**src/shared/aprp_pkg.sv**
```systemverilog
/*
 Package for the parallel result read port: widths, result codes,
 the bus fill value, timing constants and the carrier structs.
 Assumes a 50 MHz system clock.
*/
package aprp_pkg;
   // ----------------------------------------
   // Widths and codes
   // ----------------------------------------
   localparam int          RES_W      = 18;
   localparam int          CODE_SPAN  = 262144;
   localparam logic [17:0] CODE_ZERO  = 18'h00000;
   localparam logic [17:0] CODE_FULL  = 18'h3ffff;
   localparam logic [17:0] CODE_MID   = 18'h20000;
   localparam logic [17:0] BUS_ONES   = 18'h3ffff;
   localparam logic [1:0]  INIT_CONVS = 2'h3;
   // ----------------------------------------
   // Timing
   // ----------------------------------------
   localparam int CLK_PERIOD_NS = 20;
   localparam int CONV_TIME_NS  = 1520;
   localparam int CONV_CYCLES   = CONV_TIME_NS / CLK_PERIOD_NS;
   localparam int QUIET_PRE_NS  = 125;
   localparam int QUIET_POST_NS = 40;
   localparam int QUIET_POST_CYC =
      (QUIET_POST_NS + CLK_PERIOD_NS - 1) / CLK_PERIOD_NS;
   // ----------------------------------------
   // Types
   // ----------------------------------------
   typedef struct packed {
      logic cs_n;
      logic rd_n;
      logic byte_select;
      logic low_bits_select;
   } aprp_rd_ctl_t;

   typedef struct packed {
      logic [17:0] dout;
      logic [17:0] oe;
   } aprp_bus_t;
endpackage : aprp_pkg

```
**src/hdl/aprp_mux.sv**
```systemverilog
/*
 Word select for the result bus: maps the held 18-bit result onto the
 pins for each combination of the two width selects.
 Assumes the result word is stable between conversions.
*/
module aprp_mux
   import aprp_pkg::*;
(
   input  wire logic [17:0] result,
   input  wire logic        byte_select,
   input  wire logic        low_bits_select,
   output logic      [17:0] pins
);
   // ----------------------------------------
   // Select table
   // ----------------------------------------
   // Unused pins are forced to one so a narrow host never sees stale bits
   always_comb begin
      pins = BUS_ONES; // RULE_11
      case ({byte_select, low_bits_select})
         2'h0: pins = result; // RULE_05
         2'h1: pins[3:2] = result[1:0]; // RULE_07
         2'h2: pins[17:10] = result[9:2]; // RULE_09
         2'h3: pins[11:10] = result[1:0]; // RULE_10
         default: pins = BUS_ONES;
      endcase
   end
endmodule : aprp_mux

```
**src/hdl/aprp_port.sv**
```systemverilog
/*
 Parallel result read port of an 18-bit converter: conversion timing,
 busy flag, initialization count, result hold and three-state bus.
 Assumes all pin inputs are synchronous to clock; the analog core
 presents an unsigned sample code on sample_code.
*/
// Overview of operation
// (RULE_01) Result is unsigned straight binary, zero to all ones.
// (RULE_02) One code step equals reference over 262144.
// (RULE_03) Bus driven only while select and read strobe both low.
// (RULE_04) Host avoids reads from 125 ns before to 40 ns after start.
// (RULE_05) Both selects low present full 18-bit result.
// (RULE_06) Sixteen-bit host reads twice: both low, then low-bits high.
// (RULE_07) Low-bits high alone puts two low bits on pins 3 and 2.
// (RULE_08) Eight-bit host reads three times with the select steps given.
// (RULE_09) Byte high alone puts bits 9..2 on pins 17..10.
// (RULE_10) Both selects high put two low bits on pins 11 and 10.
// (RULE_11) Pins without selected bits drive one.
// (RULE_12) Eight-bit host may skip the third read.
// (RULE_13) Reads work with toggled strobe or strobe held low.
// (RULE_14) Host must not tie the read strobe low permanently.
// (RULE_15) Host runs three full conversions with reads after power-on.
// (RULE_16) First three conversions after power-on are flagged invalid; code raises result_valid as the third result loads.
// (RULE_17) Host starts conversion with start low 20 ns while selected.
// (RULE_18) Busy rises after start edge, falls when result completes.
// (RULE_19) Presented data is the last completed result, held until next.
// (RULE_20) Host settles selects before sampling each word.
module aprp_port
   import aprp_pkg::*;
#(
   parameter int CONV_CYC = CONV_CYCLES
)(
   input  wire logic              clock,
   input  wire logic              rst,
   input  wire logic              conversion_start_n,
   input  wire aprp_pkg::aprp_rd_ctl_t ctl,
   input  wire logic [17:0]       sample_code,
   output logic                   busy,
   output logic                   result_valid,
   output logic                   quiet_violation,
   output aprp_pkg::aprp_bus_t    result_bus_pins
);
   typedef enum logic [0:0] {
      APRP_IDLE = 1'b0,
      APRP_CONV = 1'b1
   } aprp_state_t;

   aprp_state_t state_r;
   logic        start_d_r;
   logic        start_fall;
   logic [11:0] cnt_r;
   logic [17:0] hold_r;
   logic [17:0] result_word_bits;
   logic [1:0]  init_r;
   logic [2:0]  post_r;
   logic        reading;
   logic [17:0] pins;

   // ----------------------------------------
   // Start edge
   // ----------------------------------------
   assign start_fall = start_d_r & ~conversion_start_n & ~ctl.cs_n;

   always_ff @(posedge clock or posedge rst) begin
      if (rst) begin
         start_d_r <= 1'b1;
      end else begin
         start_d_r <= conversion_start_n;
      end
   end

   // ----------------------------------------
   // Conversion sequencer
   // ----------------------------------------
   // Starts during a conversion are ignored; the core cannot resample
   always_ff @(posedge clock or posedge rst) begin
      if (rst) begin
         state_r <= APRP_IDLE;
         cnt_r   <= 12'h000;
      end else begin
         case (state_r)
            APRP_IDLE: begin
               if (start_fall) begin
                  state_r <= APRP_CONV; // RULE_18
                  cnt_r   <= 12'(CONV_CYC - 1);
               end
            end
            APRP_CONV: begin
               if (cnt_r == 12'h000) begin
                  state_r <= APRP_IDLE; // RULE_18
               end else begin
                  cnt_r <= cnt_r - 12'h001;
               end
            end
            default: state_r <= APRP_IDLE;
         endcase
      end
   end

   assign busy = (state_r == APRP_CONV); // RULE_18

   // ----------------------------------------
   // Result hold and initialization count
   // ----------------------------------------
   // Code is taken as straight binary; full scale spans CODE_SPAN steps
   always_ff @(posedge clock or posedge rst) begin
      if (rst) begin
         hold_r <= CODE_ZERO;
      end else if (busy && cnt_r == 12'h000) begin
         hold_r <= sample_code; // RULE_01 RULE_02 RULE_19
      end
   end

   always_ff @(posedge clock or posedge rst) begin
      if (rst) begin
         init_r <= 2'h0;
      end else if (busy && cnt_r == 12'h000 && init_r != INIT_CONVS) begin
         init_r <= init_r + 2'h1; // RULE_16
      end
   end

   assign result_valid     = (init_r == INIT_CONVS); // RULE_16
   assign result_word_bits = hold_r;

   // ----------------------------------------
   // Quiet zone watch after the start edge
   // ----------------------------------------
   // Only the post-edge part is visible; the pre-edge part is host duty
   always_ff @(posedge clock or posedge rst) begin
      if (rst) begin
         post_r <= 3'h0;
      end else if (start_fall) begin
         post_r <= 3'(QUIET_POST_CYC);
      end else if (post_r != 3'h0) begin
         post_r <= post_r - 3'h1;
      end
   end

   assign reading         = ~ctl.cs_n & ~ctl.rd_n;
   assign quiet_violation = reading && (post_r != 3'h0); // RULE_04

   // ----------------------------------------
   // Output bus
   // ----------------------------------------
   aprp_mux u_mux (
      .result          (result_word_bits),
      .byte_select     (ctl.byte_select),
      .low_bits_select (ctl.low_bits_select),
      .pins            (pins)
   );

   // Combinational so the bus follows select changes with strobe held
   assign result_bus_pins.dout = pins; // RULE_13
   assign result_bus_pins.oe   = {RES_W{reading}}; // RULE_03

   // ----------------------------------------
   // Check helper
   // ----------------------------------------
   // Busy length is counted, not unrolled, so long conversions stay cheap
   logic [11:0] busy_len_r;

   always_ff @(posedge clock or posedge rst) begin
      if (rst) begin
         busy_len_r <= 12'h000;
      end else if (busy) begin
         busy_len_r <= busy_len_r + 12'h001;
      end else begin
         busy_len_r <= 12'h000;
      end
   end

   // ----------------------------------------
   // Checks
   // ----------------------------------------
   bus_enable_a: assert property ( // RULE_03
      @(posedge clock) disable iff (rst)
      result_bus_pins.oe[0] == (~ctl.cs_n & ~ctl.rd_n))
      else $error("bus enable wrong");
   bus_off_a: assert property ( // RULE_03
      @(posedge clock) disable iff (rst)
      (ctl.cs_n || ctl.rd_n) |-> result_bus_pins.oe == {RES_W{1'b0}})
      else $error("bus driven while not read");
   busy_rise_a: assert property ( // RULE_18
      @(posedge clock) disable iff (rst)
      (start_fall && !busy) |=> busy)
      else $error("busy did not rise");
   busy_len_a: assert property ( // RULE_18
      @(posedge clock) disable iff (rst)
      $rose(busy) |-> busy [*8])
      else $error("busy too short");
   busy_count_a: assert property ( // RULE_18
      @(posedge clock) disable iff (rst)
      $fell(busy) |-> busy_len_r == 12'(CONV_CYC))
      else $error("busy length wrong");
   busy_keep_a: assert property ( // RULE_18
      @(posedge clock) disable iff (rst)
      (busy && cnt_r != 12'h000) |=> busy)
      else $error("busy fell early");
   busy_end_a: assert property ( // RULE_18
      @(posedge clock) disable iff (rst)
      (busy && cnt_r == 12'h000) |=> !busy)
      else $error("busy did not fall");
   busy_idle_a: assert property ( // RULE_18
      @(posedge clock) disable iff (rst)
      (!busy && !start_fall) |=> !busy)
      else $error("busy without start");
   hold_stable_a: assert property ( // RULE_19
      @(posedge clock) disable iff (rst)
      !(busy && cnt_r == 12'h000) |=> $stable(hold_r))
      else $error("result changed");
   hold_load_a: assert property ( // RULE_19
      @(posedge clock) disable iff (rst)
      (busy && cnt_r == 12'h000) |=> hold_r == $past(sample_code))
      else $error("result not loaded");
   full_word_a: assert property ( // RULE_05
      @(posedge clock) disable iff (rst)
      (!ctl.byte_select && !ctl.low_bits_select) |-> pins == hold_r)
      else $error("full word wrong");
   low_two_a: assert property ( // RULE_07
      @(posedge clock) disable iff (rst)
      (!ctl.byte_select && ctl.low_bits_select) |->
      pins == {14'h3fff, hold_r[1:0], 2'h3})
      else $error("low bits wrong");
   mid_octet_a: assert property ( // RULE_09
      @(posedge clock) disable iff (rst)
      (ctl.byte_select && !ctl.low_bits_select) |->
      pins == {hold_r[9:2], 10'h3ff})
      else $error("mid octet wrong");
   byte_low_a: assert property ( // RULE_10
      @(posedge clock) disable iff (rst)
      (ctl.byte_select && ctl.low_bits_select) |->
      pins == {6'h3f, hold_r[1:0], 10'h3ff})
      else $error("byte low wrong");
   init_valid_a: assert property ( // RULE_16
      @(posedge clock) disable iff (rst)
      result_valid |=> result_valid)
      else $error("valid dropped");
   valid_rise_a: assert property ( // RULE_16
      @(posedge clock) disable iff (rst)
      $rose(result_valid) |-> $past(busy))
      else $error("valid rose outside a conversion");
   quiet_arm_a: assert property ( // RULE_04
      @(posedge clock) disable iff (rst)
      start_fall |=> post_r != 3'h0)
      else $error("quiet window not armed");
   quiet_clear_a: assert property ( // RULE_04
      @(posedge clock) disable iff (rst)
      (post_r == 3'h0) |-> !quiet_violation)
      else $error("quiet flag outside window");
endmodule : aprp_port

```
**config.mk**
```make
export PLATFORM = sky130hd
export DESIGN_NAME = aprp_port
export DESIGN_NICKNAME = d
export VERILOG_FILES = /design/src/shared/aprp_pkg.sv /design/src/hdl/aprp_mux.sv /design/src/hdl/aprp_port.sv
export SDC_FILE = /design/constraint.sdc
export NUM_CORES = 1
export LEC_CHECK = 0
export BUFFER_PORTS_ARGS = -buffer_cell sky130_fd_sc_hd__buf_2
export CAP_MARGIN = 20
export CELL_PAD_IN_SITES_DETAIL_PLACEMENT = 1
export CELL_PAD_IN_SITES_GLOBAL_PLACEMENT = 1
export CORE_MARGIN = 2
export CORE_UTILIZATION = 38
export CTS_CLUSTER_DIAMETER = 40
export DETAILED_ROUTE_END_ITERATION = 7
export HOLD_SLACK_MARGIN = 0.08
export PLACE_DENSITY = 0.88
export RECOVER_POWER = 25
export SLEW_MARGIN = 20
export SYNTH_ARGS = -nofsm -noshare
export SYNTH_HDL_FRONTEND = slang
export SYNTH_SLANG_ARGS = --single-unit
```
**constraint.sdc**
```tcl
create_clock -name clock -period 2.8 [get_ports clock]
set_input_delay 0.28 -clock clock [delete_from_list [all_inputs] [get_ports clock]]
set_output_delay 0.28 -clock clock [all_outputs]
set_load 0.1 [all_outputs]
```
==> results.txt, run 1 <==
The depth of the CTS H-tree came out at 2. By startpoint and endpoint, the worst setup path is classified as reg -> reg. TritonCTS created 5 clock buffers.

The hold-critical path depth is 1. The worst register-to-register path ends at init_r[1]. The min-delay analysis places its worst path in the category in -> reg.

Of all cell types, the one taking the most synthesized area is sky130_fd_sc_hd__dfrtp_1. Detailed placement finished with a half-perimeter wire length of 3940 µm. The run finished, with violations left. The via count of the first global-routing pass came out at 1889. The hold violation total from the final report came out at 0. The initial antenna violation count came out at 0. Entering global routing, the biggest net connects 38 pins.

The summed instance area of the synthesized netlist came out at 2100 µm². The global-route total usage across every layer is 0.187. The routed wire length is 5420 µm. Setup violations remaining at the end of the flow were counted as 0.

The path depth of the worst reg2reg path came out at 4. The total grt overflow is 0. The number of buffers and inverters on the critical path came out at 0. The total negative setup slack came out at 0 ns. The die covers 6150 µm². The number of cell rows is 27.

The switching power share of the total came out at 0.469. The number of max-slew violations in the final report came out at 38. The checks that failed: capacitance limit, slew limit. The antenna diode count is 0. In the final layout, the share of cells above drive strength 1 is 0.290.

The mean cell area of the mapped netlist came out at 9.14 µm². The die is 78.4 µm tall. The count of buffers added on input and output ports is 63. From synthesis to final layout, the design area changed by 15.3%. Buffers inserted to repair hold after CTS numbered 0. For this run, the top clock speed supported by timing is 411 MHz. The beginning of the worst register-to-register path is cnt_r[2]. The number of maximum-capacitance constraint violations is 1. The total area inside the core boundary comes to 5440 µm². For this configuration, the core starts out at a cell density of 0.387. STA classifies the critical path startpoint as a flop.

The data arrival time at the worst-slack endpoint is 2.60 ns. The slowest cell on the critical path is sky130_fd_sc_hd__or4_4. The first-pass GRT wire length is 9050 µm. The beginning of the worst hold path is conversion_start_n.

Dividing the detail-routed via count by the number of cells gives 5.15. The relative slew slack is -0.346. The required time of the worst setup path is 2.97 ns.

The overall die width came out at 78.4 µm. The total number of nets in the final design came out at 305. In this run the clock root is driven by a sky130_fd_sc_hd__clkbuf_8. The switching power total is 1.03 mW. At the pin with the least slew margin, the transition time is 2.02 ns. The minimum hold slack came out at 0.0814 ns. The internal power contribution came out at 1.17 mW. The final routed DRC violation total came out at 0. The first-pass iteration count of the detailed router is 4.

The clock tree from TritonCTS is done. The synthesis-stage register bit count came out at 37. The count of cells resized by post-cts repair came out at 0.

The final core utilization came out at 0.446. The detailed router's first-iteration violation count came out at 100. The count of nets left with antenna violations once routing finished came out at 0.

The fraction of post-synthesis cell area in the top cell type by area is 0.428. The net count after synthesis is 260. The count of pins on the block boundary came out at 64. The register area share after synthesis came out at 0.441. The kind of cell with the highest combined delay on the critical path is simple AND/OR/NAND/NOR gates. The total setup buffers inserted after CTS is 0. The number of warning messages in the yosys log came out at 0. Clock skew on the completed layout was measured at 0.0103 ns.

The worst register-to-register path has a setup slack of 0.37 ns. Ranked by total cell area, the synthesized netlist is headed by sky130_fd_sc_hd__dfrtp_1 (43%), sky130_fd_sc_hd__nand2_1 (11%), sky130_fd_sc_hd__buf_4 (6.4%), sky130_fd_sc_hd__a211o_1 (3.3%), sky130_fd_sc_hd__ha_1 (3.0%). The biggest cell delay along the critical path came out at 0.71 ns. STA classifies the critical path endpoint as a flop. Setup repair after global routing left no endpoint under its margin. No sink is reached through more buffers than the 2 on the longest clock path. The power density of the placed cells is 906 nW/µm². The later pin in the worst-skew pair is clocked with a latency of 0.29 ns. The routed wirelength normalized by instance count is 15.6 µm. Yosys mapped the design onto 42 distinct sky130hd cell types. The proportion of power drawn by the clock network is 0.163.

The combinational group share of total power came out at 0.429. The sequential share of power is 0.407. The largest vdd supply drop came out at 0.272 mV. The portion of the clock cycle consumed by the worst path in the final layout came out at 0.868. The number of clock sinks came out at 37. Synthesis handed over a netlist of 230 instances. The final weighted congestion of routability-driven global placement came out at 0.818. The clock slew seen by the registers of the worst setup and hold paths is 0.07 ns. The leakage power figure came out at 1.11 nW.

The smallest clock period supported by the final layout is computed as 2.43 ns. The largest fanout on the critical path is 26. The sink of the worst hold path is start_d_r.

The signal on the critical path passes through or4_1, or4_4, nor2_4, mux2_1. The total number of vias came out at 1793.
[worst max-delay path by stage]
stage               cells after the start        end      from  slack (ns)
floorplan                               6  init_r[1]      busy        0.32
global placement                        4  init_r[1]  cnt_r[2]        0.47
detailed placement                      4  init_r[1]  cnt_r[2]        0.40
CTS                                     4  init_r[1]  cnt_r[2]        0.37
global route                            4  init_r[1]  cnt_r[2]        0.31
finish                                  4  init_r[1]  cnt_r[2]        0.37
[stage by stage]
| step | power [mW] | cells | instance area [µm²] | setup slack [ns] |
|---|---|---|---|---|
| after floorplan | 1.63 | 230 | 2100 | 0.321 |
| after global placement | 1.78 | 340 | 2350 | 0.474 |
| after detailed placement | 1.85 | 340 | 2350 | 0.397 |
| after CTS | 2.22 | 348 | 2430 | 0.370 |
| after global routing | 2.36 | 348 | 2420 | 0.309 |
| final | 2.20 | 348 | 2420 | 0.369 |
[sequential cells by signal, indices dropped and copies added (netlist names)]
name	cells
start_d_r	1
cnt_r	12
post_r	3
hold_r	18
init_r	2
busy	1
[final cells by class]
| cell class | count | area, µm² |
|---|---|---|
| Fill cell | 678 | 3010 |
| Inverter | 7 | 26.3 |
| Timing Repair Buffer | 66 | 333 |
| Multi-Input combinational cell | 158 | 967 |
| Clock buffer | 7 | 76.3 |
| Tap cell | 72 | 90.1 |
| Clock inverter | 1 | 5.00 |
| Sequential cell | 37 | 927 |
[cell families after synthesis]
kind of cell / share of synthesized area
AO/OA/AOI/OAI: 0.134
XOR/XNOR: 0.00833
adder cells (fa/ha/maj): 0.0297
buffers and inverters: 0.104
flip-flops: 0.441
multiplexers: 0.0256
AND/OR/NAND/NOR: 0.258
[power by group through the flow]
stage / sequential, mW / combinational (mW) / clock [mW]
2_1_floorplan: 0.856 / 0.778 / 0
6_report: 0.896 / 0.944 / 0.358
4_1_cts: 0.893 / 0.956 / 0.374
5_1_grt: 0.925 / 1.04 / 0.402
3_3_place_gp: 0.877 / 0.905 / 0
3_5_place_dp: 0.901 / 0.949 / 0
[per-layer routing]
metal / vias up / track usage / share of wire
met2: 28 / 0.324 / 0.51
met4: 0 / 0.0632 / 0.021
met3: 11 / 0.0391 / 0.021
met5: - / 0 / 0
li1: 871 / - / -
met1: 883 / 0.233 / 0.44
[cells in the final DEF (no fill, tap or decap), types with 2 or more instances in the layout]
cell / count
sky130_fd_sc_hd__a21oi_1: 5
sky130_fd_sc_hd__a31oi_1: 2
sky130_fd_sc_hd__inv_1: 7
sky130_fd_sc_hd__or3_1: 10
sky130_fd_sc_hd__o41ai_1: 5
sky130_fd_sc_hd__nor2_1: 7
sky130_fd_sc_hd__o21ai_0: 4
sky130_fd_sc_hd__or2_2: 2
sky130_fd_sc_hd__dfrtp_1: 36
sky130_fd_sc_hd__o22a_1: 2
sky130_fd_sc_hd__a211o_1: 8
sky130_fd_sc_hd__nor3_1: 2
sky130_fd_sc_hd__mux2_2: 2
sky130_fd_sc_hd__and2_1: 2
sky130_fd_sc_hd__clkbuf_1: 4
sky130_fd_sc_hd__nor3b_1: 2
sky130_fd_sc_hd__o311ai_0: 4
sky130_fd_sc_hd__o31ai_1: 2
sky130_fd_sc_hd__clkbuf_8: 5
sky130_fd_sc_hd__nor4_1: 2
sky130_fd_sc_hd__nand2b_1: 5
sky130_fd_sc_hd__o211ai_1: 2
sky130_fd_sc_hd__buf_4: 2
sky130_fd_sc_hd__nand2_1: 59
sky130_fd_sc_hd__mux2i_1: 2
sky130_fd_sc_hd__nor2b_1: 8
sky130_fd_sc_hd__or4_1: 4
sky130_fd_sc_hd__ha_1: 5
sky130_fd_sc_hd__buf_2: 62
[cell usage after synthesis]
cell / count
sky130_fd_sc_hd__a41oi_1: 1
sky130_fd_sc_hd__o21ai_0: 4
sky130_fd_sc_hd__o22a_1: 2
sky130_fd_sc_hd__nor4_2: 1
sky130_fd_sc_hd__or4_1: 4
sky130_fd_sc_hd__dfstp_2: 1
sky130_fd_sc_hd__a311oi_2: 1
sky130_fd_sc_hd__a21oi_1: 5
sky130_fd_sc_hd__nor2_1: 7
sky130_fd_sc_hd__nor3b_1: 2
sky130_fd_sc_hd__nor2b_1: 8
sky130_fd_sc_hd__or3b_2: 1
sky130_fd_sc_hd__nand4_1: 1
sky130_fd_sc_hd__or3_1: 10
sky130_fd_sc_hd__mux2_1: 1
sky130_fd_sc_hd__buf_6: 2
sky130_fd_sc_hd__nor4_1: 2
sky130_fd_sc_hd__o311ai_0: 4
sky130_fd_sc_hd__nand2_1: 59
sky130_fd_sc_hd__nor2_4: 1
sky130_fd_sc_hd__buf_2: 3
sky130_fd_sc_hd__o31ai_1: 2
sky130_fd_sc_hd__buf_4: 18
sky130_fd_sc_hd__mux2i_1: 2
sky130_fd_sc_hd__xnor2_1: 1
sky130_fd_sc_hd__or4_4: 1
sky130_fd_sc_hd__nor3_1: 2
sky130_fd_sc_hd__inv_1: 7
sky130_fd_sc_hd__nand3b_1: 1
sky130_fd_sc_hd__xor2_1: 1
sky130_fd_sc_hd__a211o_1: 8
sky130_fd_sc_hd__clkbuf_1: 5
sky130_fd_sc_hd__o211ai_1: 2
sky130_fd_sc_hd__dfrtp_1: 36
sky130_fd_sc_hd__ha_1: 5
sky130_fd_sc_hd__mux2_2: 2
sky130_fd_sc_hd__a31oi_1: 2
sky130_fd_sc_hd__o41ai_1: 5
sky130_fd_sc_hd__nand2b_1: 5
sky130_fd_sc_hd__or2_2: 2
sky130_fd_sc_hd__and2_1: 2
sky130_fd_sc_hd__o21ai_1: 1
[worst register-to-register path, cell delays in order, from the launching register on]
cell	delay, ns
sky130_fd_sc_hd__dfrtp_1	0.46
sky130_fd_sc_hd__or4_1	0.66
sky130_fd_sc_hd__or4_4	0.71
sky130_fd_sc_hd__nor2_4	0.17
sky130_fd_sc_hd__mux2_1	0.33
Power figures use the tool's default switching activity.
==> run 2, diff against run 1 <==
--- a/config.mk
+++ b/config.mk
@@ -14,2 +14,3 @@
 export CTS_CLUSTER_DIAMETER = 40
+export CTS_CLUSTER_SIZE = 20
 export DETAILED_ROUTE_END_ITERATION = 7
==> constraint.sdc (replaced) <==
create_clock -name clock -period 2.3 [get_ports clock]
set_input_delay 0.23 -clock clock [delete_from_list [all_inputs] [get_ports clock]]
set_output_delay 0.23 -clock clock [all_outputs]
set_load 0.02 [all_outputs]
==> results.txt, run 2 (same netlist as run 1, synthesis figures left out) <==
The initial antenna violation count is 0. The area taken by flip-flops and latches came out at 927 µm². The slew at the pin with the worst max-slew slack came out at 0.858 ns. The floorplan step defined a core boundary enclosing 5440 µm². The largest fanout on the critical path is 23.

The number of cell rows is 27. The number of max-slew violations in the final report is 0. Port buffering added 63 buffers. The overall power came out at 2.39 mW. The sink of the worst hold path is hold_r[1].

After the last flow step, the layout net total stands at 314. The area growth from synthesis to final layout is 18.7%. The flip-flop count of the largest register after layout came out at 18. STA classifies the critical path endpoint as a flop.

For this design the static power due to leakage is 1.15 nW. Entering global routing, the biggest net connects 26 pins. The critical path startpoint category is a flop. The leading cell type in the layout, fill and taps excluded is sky130_fd_sc_hd__buf_2. The largest registers in the layout are hold_r x18, cnt_r x12, post_r x3. The worst setup skew after layout is 0.00196 ns. The routed wire length came out at 5530 µm. The power density of the placed cells came out at 959 nW/µm².

In the layout the commonest cells are sky130_fd_sc_hd__buf_2 (61), sky130_fd_sc_hd__nand2_1 (59), sky130_fd_sc_hd__dfrtp_1 (36). The antenna diode count is 0. The clock passes through at most 2 buffers.

The slowest stage of the critical path is the sky130_fd_sc_hd__or4_1 cell. In this run, CTS created clock tree buffers numbering 5. The clock slew seen by the registers of the worst setup and hold paths is 0.07 ns. The first-pass GRT wire length came out at 8990 µm. The minimum period implied by the final worst setup slack is 2.25 ns. Setup violations remaining at the end of the flow were counted as 0.

The via count of the first global-routing pass came to 1917. The count of cells resized by post-cts repair is 0. The global-route total usage across every layer is 0.186. The HPWL reported at the end of detailed placement is 4230 µm. The data arrival time at the worst-slack endpoint came out at 2.41 ns. The flop-to-flop setup slack is 0.05 ns. The H-tree was split into 2 levels.

Counting flops per register, the top entry is hold_r. The total die area came out at 6150 µm². The critical path class is reg -> reg.

The biggest cell delay along the critical path is 0.60 ns. The number of filler instances in the final layout came out at 675. In the final routed layout, each cell accounts on average for 15.5 µm. The clock latency reported for the late side of the worst-skew pair came out at 0.29 ns. The count of pins on the block boundary is 64. The beginning of the worst hold path is sample_code[1]. After global routing the overflow that remains totals 0. Setup repair after global routing could not meet its margin everywhere.

The flow ran to the end, and the final reports show no timing, DRC or antenna violations. The portion of the clock cycle consumed by the worst path in the final layout came out at 0.977. In this run the remaining antenna-violating nets after routing total 0.

For this design, the sink count on the clock tree is 37. The maximum achievable frequency came out at 445 MHz. Prior to clock tree synthesis, the placed netlist has a worst setup slack of 0.0755 ns. Setup slack on the critical path of the routed design comes to 0.0521 ns. The clock tree from TritonCTS is done. The path class of the tightest hold or removal check is in -> reg. The tree is rooted in a sky130_fd_sc_hd__clkbuf_8. The die is 78.4 µm tall. The path depth of the worst reg2reg path came out at 5. The overall die width came out at 78.4 µm. The largest vdd supply drop is 0.386 mV. The routed via count divided by cell count came out at 5.16. The starting density of the core came out at 0.387.

The hold violation total from the final report was 0. The detailed router's first-iteration violation count came out at 68. The area taken by multi-input logic gates came out at 967 µm². The hold-critical path depth is 3. Among cell families on the critical path, the largest total delay comes from simple AND/OR/NAND/NOR gates. The end of the worst register-to-register path is cnt_r[0]. The signal on the critical path passes through or4_1, or4_4, buf_4, a21oi_1, a31oi_1. The final routed DRC violation total is 0. The final weighted congestion of routability-driven global placement came out at 0.775. The first-pass iteration count of the detailed router is 4.

The number of buffers and inverters on the critical path came out at 1. The total number of vias is 1843. The tightest hold path in the finished design has a slack of 0.123 ns. STA puts the critical path data required time at 2.46 ns. The beginning of the worst register-to-register path is cnt_r[5]. Max-cap violations in this run came to 0. The relative slew slack is 0.428. Of the cells placed in the final design, the portion with a size suffix greater than 1 is 0.305.
## run 2: changes by cell type in the layout (fill, tap and decap cells not counted)
cell / delta
sky130_fd_sc_hd__buf_4: +6
sky130_fd_sc_hd__dlygate4sd3_1: +2
sky130_fd_sc_hd__buf_2: -1
sky130_fd_sc_hd__clkinv_2: +1
sky130_fd_sc_hd__clkinvlp_4: +1
## run 2: cell type report
cell class,instances,share of cell area
multi-input combinational,158,0.387
sequential,37,0.371
timing repair buffer,75,0.160
tap,72,0.0361
clock buffer,5,0.0276
inverter,7,0.0105
clock inverter,3,0.00701
## run 2: routing by layer
| layer | track usage | vias up | wire, µm |
|---|---|---|---|
| li1 | - | 888 | - |
| met1 | 0.228 | 912 | 2360 |
| met2 | 0.322 | 34 | 2920 |
| met3 | 0.0333 | 9 | 147 |
| met4 | 0.0807 | 0 | 100 |
| met5 | 0 | - | 0 |
## run 2: report_power, final
group / switching [mW] / total, mW / internal, mW
Clock: 0.238 / 0.447 / 0.209
Sequential: 0.191 / 1.05 / 0.864
Combinational: 0.510 / 0.893 / 0.383
Total: 0.938 / 2.39 / 1.46
## run 2: stage by stage
stage	area (µm²)	util	TNS, ns	std cells
after global routing	2500	0.459	-0.0600	357
after floorplan	2100	-	0	230
after detailed placement	2400	0.441	0	347
after global placement	2400	0.441	0	347
after CTS	2510	0.461	0	357
final	2500	0.459	0	357
## run 2: how the worst max path moves through the flow
stage	start	to	slack (ns)	cells after the start
floorplan	cnt_r[4]	init_r[1]	0.15	5
global placement	cnt_r[5]	cnt_r[1]	0.16	5
detailed placement	cnt_r[5]	cnt_r[0]	0.08	5
CTS	cnt_r[5]	cnt_r[0]	0.06	5
global route	cnt_r[4]	cnt_r[11]	-0.03	5
finish	cnt_r[5]	cnt_r[0]	0.05	5
## run 2: tightest hold or removal path: stages
cell	delay [ns]
sky130_fd_sc_hd__buf_2	0.07
sky130_fd_sc_hd__nand2_1	0.04
sky130_fd_sc_hd__nand2_1	0.04
## run 2: repair_timing
action | in CTS | in global routing
hold endpoints to repair | 13 | 0
buffers inserted | 0 | 0
setup endpoints to repair | 0 | 3
hold buffers | 2 | 0
